--- src/hdl/xlatc_pkg.sv ---
package xlatc_pkg;
    // register layout, 64-bit form
    localparam int REG_W = 64;
    localparam int MODE_LSB = 60;
    localparam int MODE_W = 4;
    localparam int TAG_LSB = 44;
    localparam int TAG_W_MAX = 16;
    localparam int TAG_W_MAX_32 = 9;
    localparam int ROOT_LSB = 0;
    localparam int ROOT_W = 44;
    localparam int PAGE_SHIFT = 12; // 4 KiB frames
    // implemented widths
    localparam int TAG_W_IMPL = 9;
    localparam int PHYS_ADDR_W = 56;
    localparam int ROOT_W_IMPL = PHYS_ADDR_W - PAGE_SHIFT;
    localparam logic [63:0] RESET_VALUE = 64'h0000000000000000;
    // scheme selector codes
    localparam logic [3:0] MODE_NONE = 4'h0;
    localparam logic [3:0] MODE_PAGING_32 = 4'h1;
    localparam logic [3:0] MODE_PAGING_39 = 4'h8;
    localparam logic [3:0] MODE_PAGING_48 = 4'h9;
    localparam logic [3:0] MODE_PAGING_57_RSVD = 4'hA;
    localparam logic [3:0] MODE_PAGING_64_RSVD = 4'hB;
    // fence instruction encoding
    localparam logic [6:0] OPC_SYSTEM = 7'h73;
    localparam logic [2:0] FUNCT3_PRIV = 3'h0;
    localparam logic [6:0] FUNCT7_FENCE = 7'h09;
    localparam logic [4:0] REG_ZERO = 5'h00;
    localparam int VPN_W = 36;
    // flush kinds
    typedef enum logic [1:0] {
        XLATC_FLUSH_ALL,
        XLATC_FLUSH_TAG,
        XLATC_FLUSH_ADDR,
        XLATC_FLUSH_ADDR_TAG
    } xlatc_flush_t;
endpackage

--- src/hdl/xlatc_fence_decode.sv ---
`timescale 1ns/1ns
`default_nettype none
// decodes a fence instruction into flush kind and operands
module xlatc_fence_decode
(
    input wire logic [31:0] instr,
    input wire logic [63:0] addr_value,
    input wire logic [63:0] tag_value,
    input wire logic simple_flush,
    output logic is_fence,
    output xlatc_pkg::xlatc_flush_t kind,
    output logic [xlatc_pkg::VPN_W-1:0] vpn,
    output logic [xlatc_pkg::TAG_W_IMPL-1:0] tag
);
    logic addr_zero;
    logic tag_zero;

    // system opcode, privileged funct3, zero destination
    assign is_fence = (instr[6:0] == xlatc_pkg::OPC_SYSTEM)
        && (instr[14:12] == xlatc_pkg::FUNCT3_PRIV)
        && (instr[11:7] == xlatc_pkg::REG_ZERO)
        && (instr[31:25] == xlatc_pkg::FUNCT7_FENCE);
    assign addr_zero = (instr[19:15] == xlatc_pkg::REG_ZERO);
    assign tag_zero = (instr[24:20] == xlatc_pkg::REG_ZERO);

    // register numbers pick the scope, not the values
    always_comb
    begin
        if (simple_flush)
            kind = xlatc_pkg::XLATC_FLUSH_ALL;
        else if (addr_zero && tag_zero)
            kind = xlatc_pkg::XLATC_FLUSH_ALL;
        else if (addr_zero)
            kind = xlatc_pkg::XLATC_FLUSH_TAG;
        else if (tag_zero)
            kind = xlatc_pkg::XLATC_FLUSH_ADDR;
        else
            kind = xlatc_pkg::XLATC_FLUSH_ADDR_TAG;
    end

    assign vpn = addr_value[xlatc_pkg::PAGE_SHIFT +: xlatc_pkg::VPN_W];
    // only implemented tag bits are used, upper bits ignored
    assign tag = tag_value[xlatc_pkg::TAG_W_IMPL-1:0];
endmodule
`default_nettype wire

--- src/hdl/xlatc_top.sv ---
// Contract
// - root table stored as physical frame number, address divided by 4 KiB
// - 64-bit layout: selector 63:60, tag 59:44, root frame 43:0
// - selector 0 means no translation; other fields have no effect
// - 32-bit machines accept only selector 0 and 1
// - 64-bit selector: 8 and 9 paged, 10-11 held, others reserved
// - unsupported selector write is dropped entirely, register unchanged
// - frame bits beyond physical width are zero and read zero
// - tag width implementation-defined; low bits writable, rest read zero
// - tag width at most 9 for 32-bit, 16 for 39/48-bit paging
// - register write does not flush caches; software fences
// - fence orders earlier visible stores before later table accesses
// - fence invalidates affected local translation cache entries
// - fence acts only on this hart's own translation state
// - both sources zero register: flush everything including global
// - address zero, tag nonzero: flush all levels of that tag only
// - address nonzero, tag zero: flush the leaf for that address, all tags
// - both nonzero: flush the leaf for that address within that tag
// - tag source bits above implemented width are ignored
// - simple mode may ignore operands and flush globally
`timescale 1ns/1ns
`default_nettype none
module xlatc_top
(
    input wire logic clk,
    input wire logic rst_n,
    input wire logic simple_flush,
    input wire logic reg_wr_en,
    input wire logic [63:0] reg_wr_data,
    output logic [63:0] reg_rd_data,
    input wire logic instr_valid,
    input wire logic [31:0] instr,
    input wire logic [63:0] addr_value,
    input wire logic [63:0] tag_value,
    input wire logic stores_drained,
    output logic fence_ready,
    output logic fence_done,
    output logic flush_valid,
    input wire logic flush_ack,
    output logic [1:0] flush_kind,
    output logic [35:0] flush_vpn,
    output logic [8:0] flush_tag,
    output logic translate_en,
    output logic [3:0] mode_out,
    output logic [43:0] root_frame_out,
    output logic [8:0] tag_out
);
    typedef enum logic [1:0] {
        XLATC_IDLE,
        XLATC_DRAIN,
        XLATC_FLUSH
    } xlatc_state_t;

    logic [3:0] mode_reg;
    logic [xlatc_pkg::TAG_W_IMPL-1:0] tag_reg;
    logic [xlatc_pkg::ROOT_W_IMPL-1:0] root_reg;
    logic [3:0] wr_mode;
    logic wr_ok;
    logic is_fence;
    xlatc_pkg::xlatc_flush_t dec_kind;
    logic [xlatc_pkg::VPN_W-1:0] dec_vpn;
    logic [xlatc_pkg::TAG_W_IMPL-1:0] dec_tag;
    xlatc_state_t state_reg;
    xlatc_state_t state_next;
    logic [1:0] kind_reg;
    logic [35:0] vpn_reg;
    logic [8:0] ftag_reg;
    logic done_reg;

    // supported selector check, shared by write path
    function automatic logic mode_supported(input logic [3:0] m);
        case (m)
            xlatc_pkg::MODE_NONE: mode_supported = 1'b1;
            xlatc_pkg::MODE_PAGING_39: mode_supported = 1'b1;
            xlatc_pkg::MODE_PAGING_48: mode_supported = 1'b1;
            default: mode_supported = 1'b0;
        endcase
    endfunction

    assign wr_mode = reg_wr_data[xlatc_pkg::MODE_LSB +: xlatc_pkg::MODE_W];
    assign wr_ok = mode_supported(wr_mode);

    // control register update, whole write dropped on bad selector
    always_ff @(posedge clk)
    begin
        if (!rst_n)
        begin
            mode_reg <= xlatc_pkg::RESET_VALUE[63:60];
            tag_reg <= '0;
            root_reg <= '0;
        end
        else if (reg_wr_en && wr_ok)
        begin
            mode_reg <= wr_mode;
            tag_reg <= reg_wr_data[xlatc_pkg::TAG_LSB +: xlatc_pkg::TAG_W_IMPL];
            root_reg <= reg_wr_data[xlatc_pkg::ROOT_LSB +: xlatc_pkg::ROOT_W_IMPL];
        end
    end

    // read back, unimplemented bits zero
    always_comb
    begin
        reg_rd_data = '0;
        reg_rd_data[xlatc_pkg::MODE_LSB +: xlatc_pkg::MODE_W] = mode_reg;
        reg_rd_data[xlatc_pkg::TAG_LSB +: xlatc_pkg::TAG_W_IMPL] = tag_reg;
        reg_rd_data[xlatc_pkg::ROOT_LSB +: xlatc_pkg::ROOT_W_IMPL] = root_reg;
    end

    // state to the local translation hardware; writes alone never flush
    assign translate_en = (mode_reg != xlatc_pkg::MODE_NONE);
    assign mode_out = mode_reg;
    // frame bits above the physical width stay zero
    assign root_frame_out = xlatc_pkg::ROOT_W'(root_reg);
    assign tag_out = tag_reg;

    xlatc_fence_decode u_dec
    (
        .instr(instr),
        .addr_value(addr_value),
        .tag_value(tag_value),
        .simple_flush(simple_flush),
        .is_fence(is_fence),
        .kind(dec_kind),
        .vpn(dec_vpn),
        .tag(dec_tag)
    );

    // fence sequencer: drain stores, then flush local caches
    always_comb
    begin
        state_next = state_reg;
        case (state_reg)
            XLATC_IDLE:
                if (instr_valid && is_fence)
                    state_next = XLATC_DRAIN;
            XLATC_DRAIN:
                if (stores_drained)
                    state_next = XLATC_FLUSH;
            XLATC_FLUSH:
                if (flush_ack)
                    state_next = XLATC_IDLE;
            default:
                state_next = XLATC_IDLE;
        endcase
    end

    always_ff @(posedge clk)
    begin
        if (!rst_n)
            state_reg <= XLATC_IDLE;
        else
            state_reg <= state_next;
    end

    // capture fence operands when accepted
    always_ff @(posedge clk)
    begin
        if (!rst_n)
        begin
            kind_reg <= 2'h0;
            vpn_reg <= 36'h000000000;
            ftag_reg <= 9'h000;
        end
        else if (state_reg == XLATC_IDLE && instr_valid && is_fence)
        begin
            kind_reg <= dec_kind;
            vpn_reg <= dec_vpn;
            ftag_reg <= dec_tag;
        end
    end

    // completion pulse after local flush only
    always_ff @(posedge clk)
    begin
        if (!rst_n)
            done_reg <= 1'b0;
        else
            done_reg <= (state_reg == XLATC_FLUSH) && flush_ack;
    end

    assign fence_ready = (state_reg == XLATC_IDLE);
    assign flush_valid = (state_reg == XLATC_FLUSH);
    assign flush_kind = kind_reg;
    assign flush_vpn = vpn_reg;
    assign flush_tag = ftag_reg;
    assign fence_done = done_reg;
endmodule
`default_nettype wire

--- config.mk ---
export PLATFORM = sky130hd
export DESIGN_NAME = xlatc_top
export DESIGN_NICKNAME = d
export VERILOG_FILES = /design/src/hdl/xlatc_pkg.sv /design/src/hdl/xlatc_fence_decode.sv /design/src/hdl/xlatc_top.sv
export SDC_FILE = /design/constraint.sdc
export NUM_CORES = 1
export LEC_CHECK = 0
export ABC_AREA = 1
export BUFFER_PORTS_ARGS = -buffer_cell sky130_fd_sc_hd__buf_2
export CAP_MARGIN = 20
export CELL_PAD_IN_SITES_DETAIL_PLACEMENT = 1
export CELL_PAD_IN_SITES_GLOBAL_PLACEMENT = 1
export CORE_ASPECT_RATIO = 1.4
export CORE_MARGIN = 8
export CORE_UTILIZATION = 22
export DETAILED_ROUTE_END_ITERATION = 8
export PLACE_DENSITY = 0.79
export SYNTH_ARGS = -nofsm -noshare
export SYNTH_HDL_FRONTEND = slang
export SYNTH_SLANG_ARGS = --single-unit
--- constraint.sdc ---
create_clock -name clk -period 1.35 [get_ports clk]
set_clock_uncertainty 0.2 [all_clocks]
set_input_delay 0.135 -clock clk [delete_from_list [all_inputs] [get_ports clk]]
set_output_delay 0.135 -clock clk [all_outputs]
set_load 0.1 [all_outputs]
==> results.cfg <==
[global_route]
antenna_found_initial = 4
grt_max_degree = 57
grt_pass1_vias = 6704
grt_overflow = 0
grt_pass1_wl_um = 40000
grt.total_usage_pct = 19.7

[critical_path]
endpoint_kind = primary output
slowest_stage = or4_4
regToRegSetupSlack_ns = -0.41
cp-start-kind = flip-flop
worstPathArrival_ns = 1.42
cp.depth = 2
r2r_start = state_reg[1]$_SDFFE_PN0P_
worstPathCellList = or4_4, buf_12
cp.required_ns = 1.01
cp_slowest_stage_delay_ns = 0.54
ff2ff_path_depth = 9
critPathKind = reg -> out
cp_num_buf_inv = 1
cpLargestDelayFamily = simple AND/OR/NAND/NOR gates
crit_fanout = 2
timing.rr.end = flush_vpn[30]$_SDFFE_PN0P_

[clocking]
cts_sinks = 107
clk_path_buf_depth = 2
clock_latency_ns = 0.35
cts_root_buffer = clkbuf_16
tritoncts = yes
cts_buffers = 9
cts_max_level = 3
path_clk_slew_ns = 0.07

[die]
die-area_um2 = 26300
fp.dieW_um = 139
core_area_um2 = 21000
io_pins = 403
start_util_pct = 22.3
row_count = 63
die_y_um = 189

[timing]
period_share_pct = 130
final_hold_viol_count = 0
drv_slew = 0
fmax_mhz = 568
rsz0062_at_grt = true
tns_ns = -14.40
layout_setup_ws_ns = -0.409
setup-violations-final = 53
hold_slack_ns = 0.0555
period_needed_ns = 1.76

[status]
status = finished with violations
failed_checks = setup timing

[yosys]
yosys_register_bits = 107
synthesis.instances = 663
synthTopCellsByCount = nand2_1 (206), dfxtp_1 (107), nor2_1 (107), buf_4 (65), inv_1 (58)
synth_top_area_share_pct = 45.7
yosys-top-cells-area = dfxtp_1 (46%), nand2_1 (16%), buf_4 (10%), nor2_1 (8.6%), a21oi_1 (6.1%)
syn_avg_cell_area_um2 = 7.07
yosysMostFrequentCell = nand2_1
synth-main-ff-cell = dfxtp_1
synth_top_area_cell = dfxtp_1
synth_area_um2 = 4690
synth_edf_count = 0
async_flop_share_pct = 0
yosys_warnings = 0
yosys.cell_types.count = 20
ys_seq_area_share_pct = 45.7

[min_path]
hold_depth = 7
min_to = flush_kind[0]$_SDFFE_PN0P_
min_from = instr[21]
worstHoldPathType = in -> reg

[route]
via_per_inst = 4.44
num_vias = 5826
detail-route-antenna-nets = 0
drc = 0
totalWireLength_um = 27600
routedWlPerCell_um = 21.0
drt_iter0_drc = 121
drtPass1Iterations = 4

[finish]
design_area_um2 = 11300
largest_register_ffs = 44
area.growth.synth_to_final_pct = 141
fillers = 2228
fin_nets = 1273
drive_gt1_share_pct = 52.9
finalNonFillerCells = 1311

[power]
power_density_nw_per_um2 = 705
leakage_nw = 4.84
peakVddDrop_uv = 736

[place]
dpl_cell_area_um2 = 8840
place.detailed.hpwl_um = 15800
io_buffers = 305
place_congestion = 0.748
dp_cells = 1157

[flow_run]
max_cap_viol_count = 0
## area by class of cell
cell class / count / area (µm²) / area share, %
multi-input combinational: 406 / 2220 / 19.6
timing repair buffer: 460 / 5860 / 51.8
tap: 260 / 325 / 2.88
antenna: 4 / 10.0 / 0.0885
inverter: 58 / 225 / 1.99
clock buffer: 9 / 225 / 1.99
sequential: 107 / 2370 / 20.9
clock inverter: 7 / 76.3 / 0.675
## per-layer routing
metal	up-vias	routed length [µm]	track usage [%]
met3	70	1880	5.95
met1	2793	8810	17.4
met2	263	15700	39.7
met5	-	0	0
met4	0	1200	8.85
li1	2700	-	-
## how the worst max path moves through the flow
stage          slack (ns)                         end                       from
3_3_place_gp        -0.14  flush_vpn[14]$_SDFFE_PN0P_                   instr[7]
2_1_floorplan       -0.54  flush_kind[1]$_SDFFE_PN0P_  state_reg[0]$_SDFFE_PN0P_
3_5_place_dp        -0.27    mode_out[3]$_SDFFE_PN0P_            reg_wr_data[61]
5_1_grt             -0.48  flush_vpn[30]$_SDFFE_PN0P_  state_reg[1]$_SDFFE_PN0P_
4_1_cts             -0.44                translate_en   mode_out[2]$_SDFFE_PN0P_
6_report            -0.41                translate_en   mode_out[3]$_SDFFE_PN0P_
## tightest hold or removal path: stages
cell,delay (ns)
buf_2,0.08
nor2_1,0.04
nand2_1,0.07
o21ai_0,0.07
inv_1,0.06
nor2_2,0.04
nor2_2,0.07
## power by group
part / internal, W / switching (W) / leakage, nW
clock: 0.00146 / 0.00129 / 0.146
sequential: 0.00312 / 0.0000918 / 0.912
combinational: 0.000812 / 0.00120 / 3.78
## cell usage in the layout (no fill, tap or decap)
cell / synthesis / final
nand3_2: 1 / 2
nor4_4: 0 / 1
dlygate4sd3_1: 0 / 107
nor2_1: 107 / 53
o21ai_0: 3 / 3
conb_1: 1 / 7
inv_1: 58 / 54
clkinv_1: 0 / 2
buf_4: 65 / 14
clkinvlp_2: 0 / 1
buf_16: 0 / 7
bufinv_16: 0 / 1
nor2_2: 2 / 38
nand2_2: 0 / 31
buf_12: 0 / 179
diode_2: 0 / 4
nand2_4: 1 / 25
nand3_1: 5 / 3
a21oi_2: 0 / 2
buf_6: 4 / 10
inv_8: 0 / 1
buf_2: 16 / 139
or4_4: 0 / 1
clkbuf_16: 0 / 13
nand3b_1: 14 / 14
dfxtp_2: 0 / 5
inv_6: 0 / 2
dfxtp_4: 0 / 58
dfxtp_1: 107 / 44
a21oi_1: 57 / 55
inv_4: 0 / 1
inv_2: 0 / 1
nand2_1: 206 / 151
nand3_4: 0 / 1
clkinv_4: 0 / 2
nor2_4: 1 / 19
## timing repair
item / in CTS / in global routing
cloned: 10 / 3
pin swaps: 16 / 31
setup endpoints to repair: 59 / 70
setup buffers: 16 / 11
hold buffers: 107 / 0
hold endpoints to repair: 105 / 0
gates resized for setup: 81 / 125
## metrics by stage
stage | utilization (%) | worst slack [ns] | total power, W
after detailed placement | 42.0 | -0.271 | 0.00494
after global placement | 42.0 | -0.141 | 0.00490
final | 53.7 | -0.409 | 0.00797
after floorplan | - | -0.540 | 0.00427
after CTS | 51.6 | -0.437 | 0.00801
after global routing | 53.7 | -0.482 | 0.00829
## logic make-up (layout without fill, tap and decap cells)
family	count (synthesis)	count (layout)	synth area share, %
buffers and inverters	156	534	18.8
and+or+nand+nor	339	339	29.1
AOI/OAI and AO/OA	60	60	6.40
other	1	11	0.0800
DFF	107	107	45.7
Power figures use the tool's default switching activity.
